===== src/air_pkg.sv =====
package air_pkg;
	// word addressing of the io area, keyed by the unit number
	localparam logic [15:0] IO_LOW_BASE  = 16'h0064; // 100
	localparam logic [15:0] IO_HIGH_BASE = 16'h0190; // 400
	localparam logic [15:0] IO_STRIDE    = 16'h000A; // ten words per unit
	localparam logic [3:0]  UNIT_SPLIT   = 4'hA;     // first unit of the high bank
	// setup area base and stride per unit
	localparam logic [15:0] SU_BASE      = 16'h03E8;
	localparam logic [15:0] SU_STRIDE    = 16'h0064;
	// offsets inside the io area
	localparam logic [15:0] IO_PEAK_OFS  = 16'h0000; // control word from the host
	localparam logic [15:0] IO_RES_OFS   = 16'h0001; // first result word
	localparam logic [15:0] IO_STAT_OFS  = 16'h0009; // warning and wire status
	// offsets inside the setup area
	localparam logic [15:0] SU_FMT_OFS   = 16'h0000;
	localparam logic [15:0] SU_RNG_OFS   = 16'h0001;
	localparam logic [15:0] SU_SA_OFS    = 16'h0002;
	localparam logic [15:0] SU_RL_OFS    = 16'h0003;
	localparam logic [15:0] SU_IST_OFS   = 16'h002C; // interrupt status, write one to clear
	localparam logic [15:0] SU_IMSK_OFS  = 16'h002D; // interrupt mask
	// field positions
	localparam int          NUM_CH       = 8;
	localparam int          HI_LSB       = 8;  // upper byte enables
	localparam int          FMT_BIT      = 8;  // one selects binary
	localparam int          WMODE_BIT    = 9;  // one latches warnings
	localparam int          SIGN_BIT     = 15;
	// value spans in counts and in result words
	localparam logic [13:0] UNI_MAX      = 14'h0FA0;
	localparam logic [13:0] BIP_MAX      = 14'h07D0;
	localparam logic [23:0] ROOT_GAIN    = 24'h00_0FA0;
	localparam logic [15:0] RST_WORD     = 16'h0000;
	// input range codes of the range setup word
	typedef enum logic [1:0] {
		AIR_RNG_BIP10 = 2'b00,
		AIR_RNG_UNI10 = 2'b01,
		AIR_RNG_UNI5  = 2'b10
	} air_range_t;
	// register port request
	typedef struct packed {
		logic        wr;
		logic        rd;
		logic [15:0] addr;
		logic [15:0] wdata;
	} air_req_t;
	// one conversion from the converter front end
	typedef struct packed {
		logic              valid;
		logic [2:0]        chan;
		logic signed [12:0] value;
	} air_conv_t;
endpackage


===== src/air_unit.sv =====
// The register addresses and the strobed register port were left to the implementer.
`timescale 1ns/10ps
// How it works
// - unipolar BCD results span 0000 to 4000
// - unipolar binary results span 0000 to 0FA0
// - bipolar BCD: A000..8001 negative, 0000..2000 positive
// - bipolar binary: 87D0..8001 negative, 0000..07D0 positive
// - bipolar results carry sign in bit 15
// - scaling or root results carry no sign
// - enabled processing replaces raw value in result
// - limit check sets status bits 15..8
// - broken wire sets status bits 7..0
// - units 10..15 base at 400 plus ten each
// - range code decodes bipolar, 0..10V, 1..5V; the last two share one unipolar span
// - scaled results always written in BCD
module air_unit #(
	parameter int               AVG_SHIFT = 2,
	parameter logic signed [13:0] WARN_LO = 14'sh0000,
	parameter logic signed [13:0] WARN_HI = 14'sh0FA0
) (
	// clock and reset
	input  wire logic               clk,
	input  wire logic               nrst,
	// register port
	input  wire air_pkg::air_req_t  req,
	output wire logic [15:0]        rdata,
	// unit number strap pins
	input  wire logic [3:0]         unit_sel,
	// converter front end
	input  wire air_pkg::air_conv_t conv,
	// wire break detector pins
	input  wire logic [7:0]         wire_break,
	// interrupt
	output wire logic               irq
);
	// whole state of the block
	typedef struct packed {
		logic [3:0]        unit_s1;  // strap synchroniser
		logic [3:0]        unit_s2;
		logic [7:0]        brk_s1;   // wire break synchroniser
		logic [7:0]        brk_s2;
		logic [15:0]       peak_ctl; // peak hold requests
		logic [15:0]       su_fmt;   // inhibits, format, mode
		logic [15:0]       su_rng;   // two bits per channel
		logic [15:0]       su_sa;    // scale and average enables
		logic [15:0]       su_rl;    // root and limit enables
		logic [7:0]        warn;     // limit warning flags
		logic [15:0]       irq_st;   // sticky events
		logic [15:0]       irq_mask;
		logic [7:0][15:0]  result;   // result words
		logic [7:0][13:0]  avg;      // running means
		logic [7:0][13:0]  peak;     // held peaks
		logic [15:0]       rdata;
	} air_state_t;

	air_state_t q;   // registered state
	air_state_t d;   // next state

	// io area base word for a unit number
	function automatic logic [15:0] air_io_base(input logic [3:0] u);
		if (u < air_pkg::UNIT_SPLIT)
			return air_pkg::IO_LOW_BASE + air_pkg::IO_STRIDE * {12'h000, u};
		else
			return air_pkg::IO_HIGH_BASE
				+ air_pkg::IO_STRIDE * {12'h000, u - air_pkg::UNIT_SPLIT};
	endfunction

	// setup area base word for a unit number
	function automatic logic [15:0] air_su_base(input logic [3:0] u);
		return air_pkg::SU_BASE + air_pkg::SU_STRIDE * {12'h000, u};
	endfunction

	// binary to four bcd digits by shift and add three
	function automatic logic [15:0] air_bcd(input logic [12:0] b);
		logic [28:0] s;
		s = {16'h0000, b};
		for (int i = 0; i < 13; i++)
		begin
			for (int k = 0; k < 4; k++)
			begin
				if (s[13+4*k +: 4] > 4'h4)
					s[13+4*k +: 4] = s[13+4*k +: 4] + 4'h3;
			end
			s = s << 1;
		end
		return s[28:13];
	endfunction

	// integer square root, bit by bit; deep logic but no extra state
	function automatic logic [11:0] air_sqrt(input logic [23:0] x);
		logic [11:0] r;
		logic [23:0] t;
		r = 12'h000;
		t = 24'h00_0000;
		for (int i = 11; i >= 0; i--)
		begin
			t = {12'h000, r | (12'h001 << i)};
			if (t * t <= x)
				r = r | (12'h001 << i);
		end
		return r;
	endfunction

	// refuse settings the mean filter and the limit check cannot serve
	if (AVG_SHIFT < 1 || AVG_SHIFT > 8)
		$error("air_unit: AVG_SHIFT must be 1 to 8");
	if (WARN_LO > WARN_HI)
		$error("air_unit: WARN_LO above WARN_HI");

	logic [15:0] io_base;   // current io base word
	logic [15:0] su_base;   // current setup base word
	logic [15:0] io_rel;    // address relative to io base
	logic [15:0] su_rel;    // address relative to setup base

	// bases follow the synchronised strap
	always_comb
	begin
		io_base = air_io_base(q.unit_s2);
		su_base = air_su_base(q.unit_s2);
		io_rel  = req.addr - io_base;
		su_rel  = req.addr - su_base;
	end

	// next state: bus, conversion path, flags and interrupts
	always_comb
	begin
		logic [2:0]         ch;
		logic               bip;
		logic               inh;
		logic               en_sc;
		logic               en_av;
		logic               en_rt;
		logic               en_lm;
		logic               fmt_bin;
		logic signed [13:0] v;
		logic signed [13:0] a;
		logic signed [13:0] p;
		logic [12:0]        m;
		logic [15:0]        w;
		logic               out_rng;
		logic [15:0]        clr;
		logic [15:0]        st_new;
		logic [15:0]        st_old;
		ch      = conv.chan;
		bip     = 1'b0;
		inh     = 1'b0;
		en_sc   = 1'b0;
		en_av   = 1'b0;
		en_rt   = 1'b0;
		en_lm   = 1'b0;
		fmt_bin = 1'b0;
		v       = 14'sh0000;
		a       = 14'sh0000;
		p       = 14'sh0000;
		m       = 13'h0000;
		w       = air_pkg::RST_WORD;
		out_rng = 1'b0;
		clr     = 16'h0000;
		st_new  = 16'h0000;
		st_old  = 16'h0000;
		d       = q;
		// pins pass two flops before use
		d.unit_s1 = unit_sel;
		d.unit_s2 = q.unit_s1;
		d.brk_s1  = wire_break;
		d.brk_s2  = q.brk_s1;
		// read data stand for one cycle only
		d.rdata   = air_pkg::RST_WORD;

		// register writes; unmapped writes are dropped
		if (req.wr)
		begin
			if (io_rel == air_pkg::IO_PEAK_OFS)
				d.peak_ctl = {8'h00, req.wdata[7:0]};
			else if (su_rel == air_pkg::SU_FMT_OFS)
				d.su_fmt = req.wdata;
			else if (su_rel == air_pkg::SU_RNG_OFS)
				d.su_rng = req.wdata;
			else if (su_rel == air_pkg::SU_SA_OFS)
				d.su_sa = req.wdata;
			else if (su_rel == air_pkg::SU_RL_OFS)
				d.su_rl = req.wdata;
			else if (su_rel == air_pkg::SU_IST_OFS)
				clr = req.wdata;
			else if (su_rel == air_pkg::SU_IMSK_OFS)
				d.irq_mask = req.wdata;
		end

		// register reads; unmapped reads answer zero
		if (req.rd)
		begin
			if (io_rel == air_pkg::IO_PEAK_OFS)
				d.rdata = q.peak_ctl;
			else if (io_rel >= air_pkg::IO_RES_OFS && io_rel < air_pkg::IO_STAT_OFS)
				d.rdata = q.result[3'(io_rel - air_pkg::IO_RES_OFS)];
			else if (io_rel == air_pkg::IO_STAT_OFS)
				d.rdata = {q.warn, q.brk_s2};
			else if (su_rel == air_pkg::SU_FMT_OFS)
				d.rdata = q.su_fmt;
			else if (su_rel == air_pkg::SU_RNG_OFS)
				d.rdata = q.su_rng;
			else if (su_rel == air_pkg::SU_SA_OFS)
				d.rdata = q.su_sa;
			else if (su_rel == air_pkg::SU_RL_OFS)
				d.rdata = q.su_rl;
			else if (su_rel == air_pkg::SU_IST_OFS)
				d.rdata = q.irq_st;
			else if (su_rel == air_pkg::SU_IMSK_OFS)
				d.rdata = q.irq_mask;
		end

		// one conversion per valid cycle, channel picked by the front end
		if (conv.valid)
		begin
			// per channel setup decode
			bip     = (q.su_rng[2*ch +: 2] == air_pkg::AIR_RNG_BIP10);
			inh     = q.su_fmt[ch];
			fmt_bin = q.su_fmt[air_pkg::FMT_BIT];
			en_sc   = q.su_sa[air_pkg::HI_LSB + 32'(ch)];
			en_av   = q.su_sa[ch];
			en_rt   = q.su_rl[air_pkg::HI_LSB + 32'(ch)];
			en_lm   = q.su_rl[ch];
			// clamp the raw count into the range span
			v = 14'(conv.value);
			if (bip)
			begin
				if (v > $signed(air_pkg::BIP_MAX))
					v = $signed(air_pkg::BIP_MAX);
				else if (v < -$signed(air_pkg::BIP_MAX))
					v = -$signed(air_pkg::BIP_MAX);
			end
			else
			begin
				if (v < 14'sh0000)
					v = 14'sh0000;
				else if (v > $signed(air_pkg::UNI_MAX))
					v = $signed(air_pkg::UNI_MAX);
			end
			// running mean; when off it tracks the input for a clean start
			a = $signed(q.avg[ch]);
			if (en_av)
				a = a + ((v - a) >>> AVG_SHIFT);
			else
				a = v;
			p = a;
			// peak hold on the possibly averaged value
			if (q.peak_ctl[ch] && $signed(q.peak[ch]) > p)
				p = $signed(q.peak[ch]);
			// square root, scaled back onto the full span
			if (en_rt)
				p = 14'(air_sqrt((p < 14'sh0000 ? 24'h00_0000 : 24'(p)) * air_pkg::ROOT_GAIN));
			// scaling limits are not held here: negative inputs clamp to zero
			if (en_sc && p < 14'sh0000)
				p = 14'sh0000;
			m = (p < 14'sh0000) ? 13'(-p) : 13'(p);
			// pack the word
			if (en_sc)
				w = air_bcd(m);
			else if (en_rt)
				w = fmt_bin ? {3'b000, m} : air_bcd(m);
			else
			begin
				w = fmt_bin ? {3'b000, m} : air_bcd(m);
				if (bip && p < 14'sh0000)
					w[air_pkg::SIGN_BIT] = 1'b1;
			end
			// limit check on the processed value
			out_rng = (p < WARN_LO) || (p > WARN_HI);
			if (inh)
			begin
				// inhibited channel shows zero and keeps its filters
				d.result[ch] = air_pkg::RST_WORD;
			end
			else
			begin
				d.result[ch] = w;
				d.avg[ch]    = a;
				d.peak[ch]   = p;
				if (en_lm && q.su_fmt[air_pkg::WMODE_BIT])
					d.warn[ch] = q.warn[ch] | out_rng;
				else if (en_lm)
					d.warn[ch] = out_rng;
			end
		end

		// a channel with its check off shows no warning
		for (int i = 0; i < air_pkg::NUM_CH; i++)
		begin
			if (!q.su_rl[i])
				d.warn[i] = 1'b0;
		end

		// rising status bits set sticky events; set wins over clear
		st_new   = {d.warn, d.brk_s2};
		st_old   = {q.warn, q.brk_s2};
		d.irq_st = (q.irq_st & ~clr) | (st_new & ~st_old);
	end

	// state register
	always_ff @(posedge clk or negedge nrst)
	begin
		if (!nrst)
			q <= '0;
		else
			q <= d;
	end

	// outputs
	assign rdata = q.rdata;
	assign irq   = |(q.irq_st & q.irq_mask);

	// helpers seen only by the checks below
	logic plain0;  // raw conversion on channel one
	logic bin_sel; // binary format chosen
	logic uni0;    // channel one on a unipolar range
	assign plain0  = conv.valid && conv.chan == 3'h0 && !q.su_fmt[0] && !q.su_sa[8]
		&& !q.su_sa[0] && !q.su_rl[8] && !q.peak_ctl[0];
	assign bin_sel = q.su_fmt[air_pkg::FMT_BIT];
	assign uni0    = q.su_rng[1:0] != 2'b00;
endmodule // air_unit


===== config.mk =====
export PLATFORM = sky130hd
export DESIGN_NAME = air_unit
export DESIGN_NICKNAME = d
export VERILOG_FILES = /design/src/air_pkg.sv /design/src/air_unit.sv
export SDC_FILE = /design/constraint.sdc
export NUM_CORES = 2
export LEC_CHECK = 0
export BUFFER_PORTS_ARGS = -buffer_cell sky130_fd_sc_hd__buf_2
export CORE_MARGIN = 4
export CORE_UTILIZATION = 55
export DETAILED_ROUTE_END_ITERATION = 8
export PLACE_DENSITY = 0.8
export SLEW_MARGIN = 15
export SYNTH_ARGS = -nofsm -noshare
export SYNTH_HDL_FRONTEND = slang
export SYNTH_SLANG_ARGS = --single-unit

===== constraint.sdc =====
create_clock -name clk -period 80.6 [get_ports clk]
set_clock_uncertainty 0.1 [all_clocks]
set_input_delay 4.03 -clock clk [delete_from_list [all_inputs] [get_ports clk]]
set_output_delay 4.03 -clock clk [all_outputs]
set_load 0.03 [all_outputs]

Word level (Yosys, flattened, before mapping) --
Cells that the tools add are included.
Word-level totals: register bits 504, word-level logic and storage cells 969
Cells by class: add/subtract/negate cells 141, multipliers 15, order comparisons 159, eq/ne operators 6, shifts and indexed selects 1, mux-type cells 576, bitwise logic cells 16, reduce and logical (&&, ||, !) cells 18
Operators by type and width (number):
- 4-bit 2-to-1 mux | 356
- 4-bit by 3-bit greater-than comparator with 1-bit output, second input constant | 129
- 4-bit by 2-bit adder with 4-bit output, second input constant | 99
- 16-bit 2-to-1 mux | 24
- 3-bit 2-to-1 mux | 104
- 12-bit 2-to-1 mux | 23
- 24-bit less-or-equal comparator | 11
- 12-bit by 12-bit multiplier with 24-bit output | 11
- 14-bit 2-to-1 mux | 17
- 112-bit bitwise mux | 2
- 128-bit bitwise AND | 1
- 128-bit bitwise mux | 1
- 128-bit 2-to-1 mux | 1
- 128-bit NOT | 1
- 3-bit by 2-bit adder with 3-bit output, second input constant | 30
- 14-bit binary-select mux with 3-bit select | 2
- 16-bit bitwise AND | 3
- 16-bit binary-select mux with 3-bit select | 1
- 16-bit demux with 3-bit select | 1
- 14-bit demux with 3-bit select | 1
- 14-bit by 1-bit less-than comparator with 1-bit output, second input constant | 3
- 8-bit 2-to-1 mux | 5
- 16-bit by 2-bit == test with 1-bit output, second input constant | 2
- 16-bit by 6-bit == test with 1-bit output, second input constant | 2
- other kinds (62) | 102

Logic depth before layout (Yosys ltp) --
word-level depth 145, gate-level depth with buffers 389, depth with buffers taken out 371

Worst setup path before layout --
Ideal clock, no wire load.
kind input -> register, start in conv[15] (netlist name), end reg q[243] (netlist name), library setup time 0.142 ns, data arrival time 81.738 ns, setup slack -1.380 ns, stages 371, buffers on the path 23, cells stage by stage buf_4 > buf_2 > buf_2 > buf_2 > nor3_1 > clkbuf_1 > clkbuf_1 > a22oi_1 > and4_1 > ha_1 > o21ai_0 > a21oi_1 > or2_2 > a21oi_1 > nor2_1 > o31a_1 > a21oi_1 > inv_1 > [335 not listed] > ha_1 > or4_1 > nand3_2 > xor2_1 > ha_1 > clkbuf_1 > o21a_1 > xnor2_1 > ha_1 > buf_1 > nor2_1 > o311ai_1 > xnor2_1 > ha_1 > o21a_1 > or3_1 > a31oi_1 > o21ai_1
Between the ends: word-level cells in the longest chain between the ends 143, elaborated cells on any way between the ends 300, classes of those cells add/sub (38); mul (12); order compare (52); shift (1); mux (191); bitwise (2); reduce/logical (4)
Ends and longest elaborated chain:
- from (decl) | line air_unit.sv:30 | input wire air_pkg::air_conv_t conv,
- 16-bit by 5-bit indexed part select with 2-bit output | line air_unit.sv:216 | bip = (q.su_rng[2*ch +: 2] == air_pkg::AIR_RNG_BIP10);
- 2-bit zero test | line air_unit.sv:216
- 14-bit 2-to-1 mux | line air_unit.sv:225 | if (bip)
- 14-bit 2-to-1 mux | line air_unit.sv:213 | if (conv.valid)
- 14-bit subtractor | line air_unit.sv:242 | a = a + ((v - a) >>> AVG_SHIFT);
- 14-bit by 12-bit adder with 14-bit output | line air_unit.sv:242
- 14-bit 2-to-1 mux | line air_unit.sv:241 | if (en_av)
- 14-bit 2-to-1 mux | line air_unit.sv:213
- [127 not listed]
- 4-bit by 2-bit adder with 4-bit output or 4-bit by 3-bit greater-than comparator with 1-bit output (tied branches) | line air_unit.sv:82, air_unit.sv:81
- 4-bit 2-to-1 mux | line air_unit.sv:81 | if (s[13+4*k +: 4] > 4'h4)
- 16-bit 2-to-1 mux, on equally long branches | line air_unit.sv:263, air_unit.sv:260
- 16-bit 2-to-1 mux | line air_unit.sv:259 | else if (en_rt)
- 16-bit 2-to-1 mux | line air_unit.sv:257 | if (en_sc)
- 16-bit 2-to-1 mux | line air_unit.sv:213
- 128-bit bitwise mux | line air_unit.sv:276 | d.result[ch] = w;
- 128-bit 2-to-1 mux (*) | line air_unit.sv:269 | if (inh)
- to (signal assigned) | line air_unit.sv:303 | q <= '0;
- to (signal assigned) | line air_unit.sv:305 | q <= d;
- to (decl) | line air_unit.sv:56 | air_state_t q;
Every way passes the cells marked *; elsewhere a longest branch is shown, timed or not. The select of a mux whose other input is x is not followed. A chain may end at the register's enable or synchronous reset.

Worst setup path in the final report --
start in conv[13] (netlist name), end reg q[243] (netlist name)
Same word-level chain as after synthesis.

==> flow_summary.toml <==
[run_status]
status = "complete, no violations"

[clocking]
cts_tree = "done"
htreeDepth = 2
clockBufferDepth = 3
clk_latency_ns = 0.59
cts_root_buffer = "clkbuf_16"
path_clk_slew_ns = 0.06
clock_sinks = 504
cts_made_buffers = 47

[grt]
grt_max_degree = 170
grt.overflow.total = 0
antenna_found_initial = 1
grt_pass1_vias = 40230
track_usage_pct = 30.26
grt_pass1_wl_um = 219200

[critical_path]
crit_arrival_ns = 77.84
end_kind = "flip-flop"
r2r_cells = 344
crit_type = "in -> reg"
crit_path_max_incr_delay_ns = 0.61
startpoint_type = "input pin"
reg2reg_slack_ns = 6.37
critPathMaxFanout = 12
crit_top_cell = "ha_1"
worst-endpoint-required_ns = 80.96
slowest_stage = "fa_1"
r2r-start = "q[440]"
timing.rr.end = "q[243]"

[final_layout]
final_area_um2 = 52460
final_core_util_pct = 62.29
nFillCells = 6684
regArea_um2 = 12610
drive_gt1_share_pct = 15.53
nNetsFinal = 6146
n_antenna_cell = 0
area_delta_synth_final_pct = 11.61
multi_input_area_um2 = 32520

[synthesis]
ys_types = 129
synth.avg_cell_area_um2 = 9.128
synth_nets = 6001
synth_area_leader_cell = "dfrtp_1"
synth-edff-count = 0
synthArstFlopShare_pct = 100.0
seq_area_frac_synth_pct = 26.83
synth_top_area_share_pct = 26.83
synth_top_cells_by_area = "dfrtp_1, ha_1, fa_1, nand2_1, inv_1"
syn_area_um2 = 47000
synth-main-ff-cell = "dfrtp_1"
synth_cells = 5149
ys_ff_latch = 504
yosysWarnings = 0

[flow_run]
drv_cap = 0

[sta]
worstMarginPinSlew_ns = 1.170
timing.fmax_mhz = 12.91
min_period_over_period_pct = 96.14
period_needed_ns = 77.49
hold_viol_final = 0
drv_slew = 0
slew_headroom_pct = 21.43
finalSetupViolCount = 0

[floorplan]
top_level_ports = 82
dieArea_um2 = 90200
die_h_um = 300.3
dieWidth_um = 300.3
placementRows = 106
initial_utilization_pct = 55.81
core_area_um2 = 84220

[hold_path]
hp-class = "reg -> reg"
whs_endpoint = "q[504]"
min-delay-start = "d[504]"
hold_depth = 0

[place]
dpl_cell_area_um2 = 49370
dpl.hpwl_um = 103000
gp_congestion = 0.9636
port_buffers = 81

[drt]
drt-initial-drc-count = 4233
drc = 0
vias = 40770
wire_per_inst_um = 22.02
routed_wl_um = 142300
avgViaCountPerCell = 6.307
drtAntennaViolNets = 0
firstDrtPassIters = 8
==> cell usage after synthesis (36+ instances only) <==
cell type,count
a21o_1,77
a21oi_1,250
a221oi_1,36
a22o_1,43
a22oi_1,71
clkbuf_1,167
dfrtp_1,504
fa_1,242
ha_1,545
inv_1,554
mux2_2,119
mux2i_1,52
mux4_2,39
nand2_1,596
nand2b_1,42
nand3_1,41
nand4_1,49
nor2_1,254
nor2b_1,52
nor3_1,70
o21ai_0,392
o21ai_1,65
o21bai_1,52
o22ai_1,46
xnor2_1,149
xor2_1,61
==> cell type report <==
type                    count  share of cell area [%]
multi-input cells        3864                   62.00
flip-flops and latches    504                   24.04
clock inverters            18                  0.4031
clock buffers              68                   2.564
repair buffers            315                   4.246
inverters                 562                   4.036
well taps                1134                   2.705
==> layer usage <==
metal | GRT usage [%] | vias up | routed length [um]
met5 | 0 | - | 13
met4 | 15.08 | 2 | 8018
met3 | 4.852 | 503 | 12800
met2 | 50.07 | 2152 | 66730
met1 | 38.69 | 19800 | 54780
li1 | - | 18320 | -
==> through the flow <==
stage	setup WS, ns	hold WS [ns]	instances	TNS (ns)
4_1_cts	0.05860	0.2575	6413	0
3_3_place_gp	0.1654	0.2340	6324	0
6_report	3.115	0.2538	6465	0
5_1_grt	-0.7772	0.2644	6465	-66.99
3_5_place_dp	-2.580	0.2373	6324	-239.62
2_1_floorplan	0.02292	0.2312	5149	0
==> state kept, by name, indices dropped and copies added (netlist names) <==
| signal | count |
|---|---|
| bin_sel | 1 |
| d | 12 |
| rdata | 16 |
| q | 475 |
==> timing repair <==
item	CTS	global route
setup endpoints to repair	120	120
pin swaps	4	61
cloned	0	1
hold buffers	0	0
setup buffers	3	51
resized for setup	34	209
==> placed cells by master, fill, tap and decap left out, types with 36 or more instances in the layout <==
cell,count
nor2_1,229
clkbuf_16,47
o21ai_1,74
a21oi_2,47
o21ai_0,373
inv_1,544
a21o_1,76
nand2b_1,39
a22oi_1,71
mux4_2,39
mux2i_1,51
nand3_1,39
ha_1,530
xor2_1,55
fa_1,239
buf_4,231
xnor2_1,144
nand2_1,581
and2_1,36
mux2_2,118
nand4_1,49
dfrtp_1,504
a21oi_1,208
a22o_1,43
buf_2,78
nor2b_1,51
nor3_1,60
o21bai_1,49
o22ai_1,43
==> cells by family (layout without fill, tap and decap cells) <==
group,after synthesis,after routing,share of synthesized area [%]
AOI/OAI and AO/OA,1341,1342,18.70
xor gates and xnor gates,213,213,4.068
adders and majority gates,791,791,24.90
buffers and inverters,782,963,6.498
DFF,504,504,26.83
muxes,217,217,6.030
and+or+nand+nor,1301,1301,12.96
==> worst max-delay path: cells and delay by family <==
kind            cells  cell delay (ns)
fa+ha+maj          86            31.58
compound gates    118            20.79
simple gates       82            14.65
buf+inv            40             3.59
xor+xnor           17             2.41
mux                 2             0.68
==> worst max-delay path by stage <==
stage | endpoint | cells past startpoint | slack (ns) | startpoint
2_1_floorplan | q[242] | 373 | 0.02 | conv[14]
6_report | q[243] | 345 | 3.11 | conv[13]
5_1_grt | q[306] | 352 | -0.78 | conv[13]
4_1_cts | q[265] | 355 | 0.06 | conv[13]
3_3_place_gp | q[242] | 356 | 0.17 | conv[13]
3_5_place_dp | q[242] | 356 | -2.58 | conv[13]
Power is left out: the tool's default activity adds up to more than one toggle a clock period on the data nets, which glitch-free logic cannot reach.
